===== config.mk =====
export PLATFORM = sky130hd
export DESIGN_NAME = irq_flag_vector_logic
export DESIGN_NICKNAME = d
export VERILOG_FILES = /design/src/rtl/irq_flag_pkg.sv /design/src/rtl/irq_pin_sync.sv /design/src/rtl/irq_common_map.sv /design/src/rtl/irq_flag_vector_logic.sv
export SDC_FILE = /design/constraint.sdc
export NUM_CORES = 1
export LEC_CHECK = 0
export BUFFER_PORTS_ARGS = -buffer_cell sky130_fd_sc_hd__buf_2
export CORE_UTILIZATION = 56
export CTS_CLUSTER_DIAMETER = 30
export DETAILED_ROUTE_END_ITERATION = 8
export GPL_ROUTABILITY_DRIVEN = 0
export PLACE_DENSITY = 0.85
export SLEW_MARGIN = 30
export SYNTH_ARGS = -nofsm -noshare
export SYNTH_HDL_FRONTEND = slang
export SYNTH_SLANG_ARGS = --single-unit

===== constraint.sdc =====
create_clock -name ref_clk -period 5.21 [get_ports ref_clk]
set_input_delay 0.521 -clock ref_clk [delete_from_list [all_inputs] [get_ports ref_clk]]
set_output_delay 0.521 -clock ref_clk [all_outputs]
set_load 0.02 [all_outputs]

===== src/rtl/irq_flag_pkg.sv =====
`default_nettype none
package irq_flag_pkg;
	// instruction clock: four phases of ref_clk per instruction cycle
	localparam int CLK_PERIOD_NS    = 8;
	localparam int PHASES_PER_TCY   = 4;
	localparam int TCY_NS           = CLK_PERIOD_NS * PHASES_PER_TCY;
	localparam int SYNC_LATENCY_TCY = 3;
	localparam int LATENCY_CLKS     = SYNC_LATENCY_TCY * TCY_NS / CLK_PERIOD_NS;

	localparam int PC_W   = 13;
	localparam int ADDR_W = 3;
	localparam int PORT_W = 6;

	localparam logic [PC_W-1:0] IRQ_VECTOR = 13'h0004;

	localparam logic [ADDR_W-1:0] ADDR_CORE    = 3'h0;
	localparam logic [ADDR_W-1:0] ADDR_PORTSEL = 3'h1;
	localparam logic [ADDR_W-1:0] ADDR_PFLAGS  = 3'h2;
	localparam logic [ADDR_W-1:0] ADDR_PEN     = 3'h3;
	localparam logic [ADDR_W-1:0] ADDR_OPTION  = 3'h4;
	localparam logic [ADDR_W-1:0] ADDR_EVSTAT  = 3'h5;
	localparam logic [ADDR_W-1:0] ADDR_EVMASK  = 3'h6;

	localparam int GLOBAL_EN_BIT  = 7;
	localparam int PERIPH_EN_BIT  = 6;
	localparam int TIMER_EN_BIT   = 5;
	localparam int EDGE_EN_BIT    = 4;
	localparam int PORT_EN_BIT    = 3;
	localparam int TIMER_FLAG_BIT = 2;
	localparam int EDGE_FLAG_BIT  = 1;
	localparam int PORT_FLAG_BIT  = 0;
	localparam int EDGE_POL_BIT = 6;

	localparam logic [7:0] CORE_RESET    = 8'h00;
	localparam logic [7:0] PORTSEL_RESET = 8'h00;
	localparam logic [7:0] PFLAGS_RESET  = 8'h00;
	localparam logic [7:0] PEN_RESET     = 8'h00;
	localparam logic       EDGE_POL_RESET = 1'b1;
	localparam logic [7:0] PORTSEL_MASK  = 8'h3F;
	localparam logic [7:0] PFLAGS_MASK   = 8'hFD;

	localparam int EV_W          = 2;
	localparam int EV_VECTOR_BIT = 0;
	localparam int EV_RETURN_BIT = 1;
	localparam logic [EV_W-1:0] EV_RESET = 2'h0;

	localparam int BANK_W   = 2;
	localparam int OFFS_W   = 7;
	localparam logic [OFFS_W-1:0] COMMON_SIZE = 7'h10;

	typedef enum logic [3:0] {
		PH_Q1 = 4'b0001,
		PH_Q2 = 4'b0010,
		PH_Q3 = 4'b0100,
		PH_Q4 = 4'b1000
	} phase_t;

	typedef enum logic [3:0] {
		SEQ_IDLE   = 4'b0001,
		SEQ_ARMED  = 4'b0010,
		SEQ_DUMMY  = 4'b0100,
		SEQ_VECTOR = 4'b1000
	} seq_t;
endpackage
`default_nettype wire


===== src/rtl/irq_pin_sync.sv =====
`timescale 1ns/1ps
`default_nettype none
module irq_pin_sync #(
	parameter int W = 1
) (
	input  wire logic         clk,
	input  wire logic         rst_b,
	input  wire logic [W-1:0] pinIn,
	output logic      [W-1:0] rise,
	output logic      [W-1:0] fall
);
	logic [W-1:0] meta_q;
	logic [W-1:0] sync_q;
	logic [W-1:0] prev_q;

	// meta_q feeds sync_q only
	always_ff @(posedge clk or negedge rst_b) begin
		if (!rst_b) begin
			meta_q <= '0;
			sync_q <= '0;
			prev_q <= '0;
		end else begin
			meta_q <= pinIn;
			sync_q <= meta_q;
			prev_q <= sync_q;
		end
	end

	assign rise = sync_q & ~prev_q;
	assign fall = ~sync_q & prev_q;
endmodule
`default_nettype wire


===== src/rtl/irq_common_map.sv =====
`timescale 1ns/1ps
`default_nettype none
module irq_common_map
	import irq_flag_pkg::*;
(
	input  wire logic [BANK_W-1:0]        bankSel,
	input  wire logic [OFFS_W-1:0]        offset,
	output logic      [BANK_W+OFFS_W-1:0] physAddr
);
	// low locations fold onto bank 0 whatever the bank select
	assign physAddr = (offset < COMMON_SIZE) ? {{BANK_W{1'b0}}, offset} : {bankSel, offset};
endmodule
`default_nettype wire


===== src/rtl/irq_flag_vector_logic.sv =====
// Function
// - An event asynchronous to the instruction clock reaches the vector in three to four instruction cycles.
// - An event synchronous to the instruction clock reaches the vector in exactly three instruction cycles.
// - Latency does not depend on whether the executing instruction takes one or two cycles.
// - The edge pin flag may only become set from phase four of one cycle through phase one of the next.
// - Taking an interrupt pushes only the return program counter and nothing else.
// - The lowest sixteen data locations map to the same place in every bank.
// - Servicing clears the global enable, pushes the return address and loads the fixed vector.
// - Each flag is set by its event whatever its own enable or the global enable.
// - The edge pin triggers on a rising edge when polarity select is set, else on a falling edge.
// - The return-from-interrupt instruction sets the global enable again.
//
// Strobed register access and the register offsets were left to the implementer.
`timescale 1ns/1ps
`default_nettype none
module irq_flag_vector_logic
	import irq_flag_pkg::*;
(
	input  wire logic                      ref_clk,
	input  wire logic                      rst_b,
	input  wire logic [ADDR_W-1:0]         regAddr,
	input  wire logic [7:0]                regWrData,
	input  wire logic                      regWrEn,
	input  wire logic                      regRdEn,
	output logic      [7:0]                regRdData,
	input  wire logic                      edgePin,
	input  wire logic [PORT_W-1:0]         portPins,
	input  wire logic                      timerOverflow,
	input  wire logic [7:0]                periphEvents,
	input  wire logic                      returnExec,
	input  wire logic [PC_W-1:0]           corePc,
	input  wire logic [BANK_W-1:0]         ramBank,
	input  wire logic [OFFS_W-1:0]         ramOffset,
	output logic      [BANK_W+OFFS_W-1:0]  ramPhysAddr,
	output logic      [3:0]                phaseQ,
	output logic                           irqRequest,
	output logic                           fetchSuppress,
	output logic                           stackPush,
	output logic      [PC_W-1:0]           stackPushData,
	output logic                           pcLoad,
	output logic      [PC_W-1:0]           pcLoadValue,
	output logic                           irqOut
);
	phase_t                   phase_q;
	seq_t                     seq_q;
	logic [7:0]               core_q;
	logic [7:0]               portSel_q;
	logic [7:0]               pFlags_q;
	logic [7:0]               pEn_q;
	logic                     edgePol_q;
	logic [EV_W-1:0]          evStat_q;
	logic [EV_W-1:0]          evMask_q;
	logic                     edgePend_q;
	logic [7:0]               regRdData_q;
	logic                     stackPush_q;
	logic [PC_W-1:0]          stackPushData_q;
	logic                     pcLoad_q;
	logic [BANK_W+OFFS_W-1:0] ramPhysAddr_q;
	logic                     edgeRise;
	logic                     edgeFall;
	logic [PORT_W-1:0]        portRise;
	logic [PORT_W-1:0]        portFall;
	logic [BANK_W+OFFS_W-1:0] mapAddr;
	logic                     edgeHit;
	logic                     portHit;
	logic                     edgeWindow;
	logic                     atQ1;
	logic                     takeIrq;
	logic                     wrCore;
	logic                     wrPFlags;
	logic                     rdEvStat;
	logic [7:0]               portSelWide;
	logic [EV_W-1:0]          evSet;

	irq_pin_sync #(.W(1)) u_edge_sync (
		.clk   (ref_clk),
		.rst_b (rst_b),
		.pinIn (edgePin),
		.rise  (edgeRise),
		.fall  (edgeFall)
	);

	irq_pin_sync #(.W(PORT_W)) u_port_sync (
		.clk   (ref_clk),
		.rst_b (rst_b),
		.pinIn (portPins),
		.rise  (portRise),
		.fall  (portFall)
	);

	irq_common_map u_map (
		.bankSel  (ramBank),
		.offset   (ramOffset),
		.physAddr (mapAddr)
	);

	assign wrCore     = regWrEn && (regAddr == ADDR_CORE);
	assign wrPFlags   = regWrEn && (regAddr == ADDR_PFLAGS);
	assign rdEvStat   = regRdEn && (regAddr == ADDR_EVSTAT);
	assign atQ1       = (phase_q == PH_Q1);
	assign edgeWindow = (phase_q == PH_Q4) || (phase_q == PH_Q1);
	assign portSelWide = portSel_q & PORTSEL_MASK;
	assign edgeHit = edgePol_q ? edgeRise : edgeFall;
	assign portHit = |((portRise | portFall) & portSelWide[PORT_W-1:0]);

	assign irqRequest = core_q[GLOBAL_EN_BIT] && (
		(core_q[TIMER_EN_BIT] && core_q[TIMER_FLAG_BIT]) ||
		(core_q[EDGE_EN_BIT] && core_q[EDGE_FLAG_BIT]) ||
		(core_q[PORT_EN_BIT] && core_q[PORT_FLAG_BIT]) ||
		(core_q[PERIPH_EN_BIT] && |(pFlags_q & pEn_q & PFLAGS_MASK)));

	// a request dropped before the push, e.g. global enable cleared, sends the sequencer back to idle with no push
	assign takeIrq = atQ1 && (seq_q == SEQ_ARMED) && irqRequest;

	always_ff @(posedge ref_clk or negedge rst_b) begin
		if (!rst_b) begin
			phase_q <= PH_Q1;
		end else begin
			case (phase_q)
				PH_Q1:   phase_q <= PH_Q2;
				PH_Q2:   phase_q <= PH_Q3;
				PH_Q3:   phase_q <= PH_Q4;
				PH_Q4:   phase_q <= PH_Q1;
				default: phase_q <= PH_Q1;
			endcase
		end
	end

	// sampled each Q1; sync stages may push an async event one cycle later
	// no wait for the running instruction; the core abandons its second cycle
	always_ff @(posedge ref_clk or negedge rst_b) begin
		if (!rst_b) begin
			seq_q <= SEQ_IDLE;
		end else if (atQ1) begin
			case (seq_q)
				SEQ_IDLE:   seq_q <= irqRequest ? SEQ_ARMED : SEQ_IDLE;
				SEQ_ARMED:  seq_q <= irqRequest ? SEQ_DUMMY : SEQ_IDLE;
				SEQ_DUMMY:  seq_q <= SEQ_VECTOR;
				SEQ_VECTOR: seq_q <= SEQ_IDLE;
				default:    seq_q <= SEQ_IDLE;
			endcase
		end
	end

	// only the return pc is pushed
	always_ff @(posedge ref_clk or negedge rst_b) begin
		if (!rst_b) begin
			stackPush_q     <= 1'b0;
			stackPushData_q <= '0;
			pcLoad_q        <= 1'b0;
		end else begin
			stackPush_q <= takeIrq;
			if (takeIrq) begin
				stackPushData_q <= corePc;
			end
			pcLoad_q <= atQ1 && (seq_q == SEQ_DUMMY);
		end
	end

	// pin edge waits for the Q4-Q1 window
	always_ff @(posedge ref_clk or negedge rst_b) begin
		if (!rst_b) begin
			edgePend_q <= 1'b0;
		// an edge inside the window is flagged at once; pending it too would re-set a cleared flag
		end else if (edgeHit && !edgeWindow) begin
			edgePend_q <= 1'b1;
		end else if (edgeWindow) begin
			edgePend_q <= 1'b0;
		end
	end

	// flags set regardless of enables; set beats software clear
	// return instruction wins over service clear and software write
	always_ff @(posedge ref_clk or negedge rst_b) begin
		if (!rst_b) begin
			core_q <= CORE_RESET;
		end else begin
			if (wrCore) begin
				core_q <= regWrData;
			end
			if (timerOverflow) begin
				core_q[TIMER_FLAG_BIT] <= 1'b1;
			end
			if ((edgePend_q || edgeHit) && edgeWindow) begin
				core_q[EDGE_FLAG_BIT] <= 1'b1;
			end
			if (portHit) begin
				core_q[PORT_FLAG_BIT] <= 1'b1;
			end
			if (takeIrq) begin
				core_q[GLOBAL_EN_BIT] <= 1'b0;
			end
			if (returnExec) begin
				core_q[GLOBAL_EN_BIT] <= 1'b1;
			end
		end
	end

	always_ff @(posedge ref_clk or negedge rst_b) begin
		if (!rst_b) begin
			pFlags_q <= PFLAGS_RESET;
		end else begin
			pFlags_q <= ((wrPFlags ? regWrData : pFlags_q) | periphEvents) & PFLAGS_MASK;
		end
	end

	always_ff @(posedge ref_clk or negedge rst_b) begin
		if (!rst_b) begin
			portSel_q <= PORTSEL_RESET;
			pEn_q     <= PEN_RESET;
			edgePol_q <= EDGE_POL_RESET;
			evMask_q  <= EV_RESET;
		end else if (regWrEn) begin
			case (regAddr)
				ADDR_PORTSEL: portSel_q <= regWrData & PORTSEL_MASK;
				ADDR_PEN:     pEn_q     <= regWrData & PFLAGS_MASK;
				ADDR_OPTION:  edgePol_q <= regWrData[EDGE_POL_BIT];
				ADDR_EVMASK:  evMask_q  <= regWrData[EV_W-1:0];
				default:      ;
			endcase
		end
	end

	always_comb begin
		evSet                = EV_RESET;
		evSet[EV_VECTOR_BIT] = pcLoad_q;
		evSet[EV_RETURN_BIT] = returnExec;
	end

	// read clears, but a same-cycle event survives
	always_ff @(posedge ref_clk or negedge rst_b) begin
		if (!rst_b) begin
			evStat_q <= EV_RESET;
		end else begin
			evStat_q <= (rdEvStat ? EV_RESET : evStat_q) | evSet;
		end
	end

	always_ff @(posedge ref_clk or negedge rst_b) begin
		if (!rst_b) begin
			regRdData_q <= 8'h00;
		end else if (regRdEn) begin
			case (regAddr)
				ADDR_CORE:    regRdData_q <= core_q;
				ADDR_PORTSEL: regRdData_q <= portSel_q;
				ADDR_PFLAGS:  regRdData_q <= pFlags_q;
				ADDR_PEN:     regRdData_q <= pEn_q;
				ADDR_OPTION:  regRdData_q <= {1'b0, edgePol_q, 6'h00};
				ADDR_EVSTAT:  regRdData_q <= {6'h00, evStat_q};
				ADDR_EVMASK:  regRdData_q <= {6'h00, evMask_q};
				default:      regRdData_q <= 8'h00;
			endcase
		end else begin
			regRdData_q <= 8'h00;
		end
	end

	// common low window registered onto the data address
	always_ff @(posedge ref_clk or negedge rst_b) begin
		if (!rst_b) begin
			ramPhysAddr_q <= '0;
		end else begin
			ramPhysAddr_q <= mapAddr;
		end
	end

	assign regRdData     = regRdData_q;
	assign ramPhysAddr   = ramPhysAddr_q;
	assign phaseQ        = phase_q;
	assign stackPush     = stackPush_q;
	assign stackPushData = stackPushData_q;
	assign pcLoad        = pcLoad_q;
	assign pcLoadValue   = IRQ_VECTOR;
	assign fetchSuppress = (seq_q == SEQ_DUMMY) || (seq_q == SEQ_VECTOR);
	assign irqOut        = |(evStat_q & evMask_q);
endmodule
`default_nettype wire


==> metrics <==
status=complete, but fails checks; failing checks=DRC; placed cells=434; Lkg Pwr=2.12 nW; hold_ws=about 0.055 ns; Setup TNS Final=0 ns; vias per cell=5.48; post-CTS sizing=0; remaining antenna violation count after routing=0; max-slew violation count=0; diode count=0; placed inst area=4290 um^2; worst path arrival time=2.57 ns; First DRT Iteration DRCs=roughly 120; Hold Fails Final Rpt=0; TritonCTS buffer count=9; Worst Path Max Fanout=16; I/O pin total=between 100 and 150; Post-CTS Hold Buffers=0; fin area=4470 um^2; final non-filler cell total=450; gr usage total=0.214; Vias=2467; Worst Tran Pin Value=0.892 ns; Slew HR=0.405; Core Area=6460 um^2; largest net degree at the start of global routing=72; vias in the first global route=2490; fillers=467; Area growth, synth to finish=16.7%; Max-Cap Viols=0; CTS Sinks=95; Vert. Die Dim=84.7 um; Gate Count Post-Synth=276; Clock Path Buffers=2; pwr dens=between 400 and 500 nW/um^2; clk root buf=clkbuf_8; RSZ-0062 raised after global routing=no; #FFs+latches synth=95; die area=7170 um^2; row cnt=29; Tmin final=approximately 2.3 ns; type of origin of the critical path=flop; Setup WS pre-CTS=2.87 ns; share of layout cells above drive strength 1=0.416; final period utilization=0.448; Worst Path Required=5.44 ns; post-CTS setup buffer count=0; R2R Path Start=pFlags_q[4]$_DFF_PN0_; clk slew on worst S/H paths=0.09 ns; Worst VDD drop=0.353 mV; Initial DRT Pass Iterations=8; Pwr Total=1.83 mW; Max Clk Rate=0.428 GHz; Worst-Skew Late Latency=0.35 ns; Post-synth EDFFs=0; Final HPWL DP=5.05 mm; Setup violations, final=0; Mapped Area=~3800 um^2; Final Skew=0.00836 ns; Port Buffer Count=91; Synth warnings=0; Remaining DRCs=3; initial antenna violation count=0; fin util=0.692; Die W=approximately 85 um; Async SR Flop Fraction=1.00; setup ws final=around 2.9 ns; GRT Residual Overflow=0; CTS tree=done; Starting Density=0.593; H-tree depth=3; first-pass GRT wire length=11.6 mm; critical path capture point type=flop; Post-Route WL=6.96 mm; sequential fraction of the synthesis area=0.622; syn avg cell area=13.9 um^2; crit path launch=pFlags_q[4]$_DFF_PN0_; ys flop type=dfrtp_1; critical path class=flop to flop; wire per inst=15.5 um; Hold WC Path Type=input port to async pin; synth unique cells=46; final net count=422
[kinds of logic (layout without fill, tap and decap cells)]
logic type	count (synthesis)	after routing	synth area share
and+or+nand+nor	64	64	0.0935
DFF	95	95	0.622
AOI/OAI and AO/OA	36	36	0.0742
xor gates and xnor gates	8	8	0.0183
other	2	13	0.00196
buffers and inverters	26	112	0.0408
muxes	45	45	0.149
[layout by cell type (no fill, tap or decap), drive strengths merged, types with 2 or more instances in the layout]
| cell type | count |
|---|---|
| nand2 | 11 |
| xor2 | 6 |
| nor4b | 3 |
| mux2i | 5 |
| nand3 | 6 |
| o21ai | 5 |
| a21o | 4 |
| nor2b | 17 |
| a222oi | 2 |
| conb | 13 |
| nand3b | 3 |
| a22oi | 5 |
| dfstp | 3 |
| a211o | 8 |
| clkbuf | 11 |
| xnor2 | 2 |
| clkinv | 4 |
| mux2 | 36 |
| buf | 93 |
| a22o | 2 |
| mux4 | 4 |
| a31oi | 2 |
| inv | 3 |
| nor3b | 2 |
| nor3 | 8 |
| nand2b | 2 |
| nor2 | 9 |
| dfrtp | 92 |
[critical path: stages (launching register included)]
cell and delay (ns):
dfrtp_1 0.41, a222oi_1 0.44, a31oi_1 0.22, o21ai_2 0.74, mux2_2 0.42
[report_power, final]
part	total, mW	switching (mW)	internal [mW]	leakage (nW)
clock network	0.415	0.241	0.174	0.0833
logic	0.472	0.242	0.230	0.926
registers	0.946	0.0825	0.864	1.11
[flip-flops by register name, indices dropped and copies added, names as in the netlist]
name	count
stackPushData	13
ramPhysAddr	9
edgePol_q	1
evStat_q	2
evMask_q	2
u_edge_sync.sync_q	1
pcLoad	1
u_port_sync.sync_q	6
portSel_q	6
regRdData	8
phaseQ	4
pFlags_q	7
u_port_sync.meta_q	6
pEn_q	7
edgePend_q	1
seq_q	4
core_q	8
u_port_sync.prev_q	6
u_edge_sync.meta_q	1
u_edge_sync.prev_q	1
stackPush	1
[final cells by class]
type	instances	area [um^2]	area share
Sequential cell	95	2380	0.533
Tap cell	77	96.3	0.0216
Clock inverter	5	35.0	0.00784
Clock buffer	11	131	0.0294
Timing Repair Buffer	93	477	0.107
Inverter	3	11.3	0.00252
Multi-Input combinational cell	166	1340	0.299
[synth_stat cells (all sizes together), types with 2 or more instances]
library cell,number,area share
a211o,8,0.018
a21o,4,0.0085
a222oi,2,0.0052
a22o,2,0.0046
a22oi,5,0.0098
a31oi,2,0.0033
buf,19,0.034
clkbuf,4,0.0042
conb,2,0.0020
dfrtp,92,0.60
dfstp,3,0.021
inv,3,0.0029
mux2,36,0.11
mux2i,5,0.013
mux4,4,0.024
nand2,11,0.011
nand2b,2,0.0033
nand3,6,0.0078
nand3b,3,0.0059
nor2,9,0.0088
nor2b,17,0.028
nor3,8,0.012
nor3b,2,0.0039
nor4b,3,0.0069
o21ai,5,0.0075
xnor2,2,0.0046
xor2,6,0.014
[per-layer routing]
| layer | track usage | part of all wire |
|---|---|---|
| met1 | 0.290 | 0.43 |
| met4 | 0.100 | 0.020 |
| met2 | 0.327 | 0.48 |
| met3 | 0.0590 | 0.073 |
| met5 | 0 | 0 |
[path summary, 6_finish.rpt]
| kind | end | slack [ns] | cells after the start |
|---|---|---|---|
| min reg2reg | u_port_sync.sync_q[3]$_DFF_PN0_ | 0.35 | 0 |
| max reg2reg | stackPushData[1]$_DFFE_PN0P_ | 2.87 | 4 |
| min | ramPhysAddr[5]$_DFF_PN0_ | 0.05 | 1 |
| min in group ref_clk | u_port_sync.meta_q[3]$_DFF_PN0_ | 0.27 | 1 |
| max | stackPushData[1]$_DFFE_PN0P_ | 2.87 | 4 |
| max in group asynchronous | core_q[1]$_DFFE_PN0P_ | 4.27 | 2 |
No activity file was read; power rests on OpenSTA's default activity.
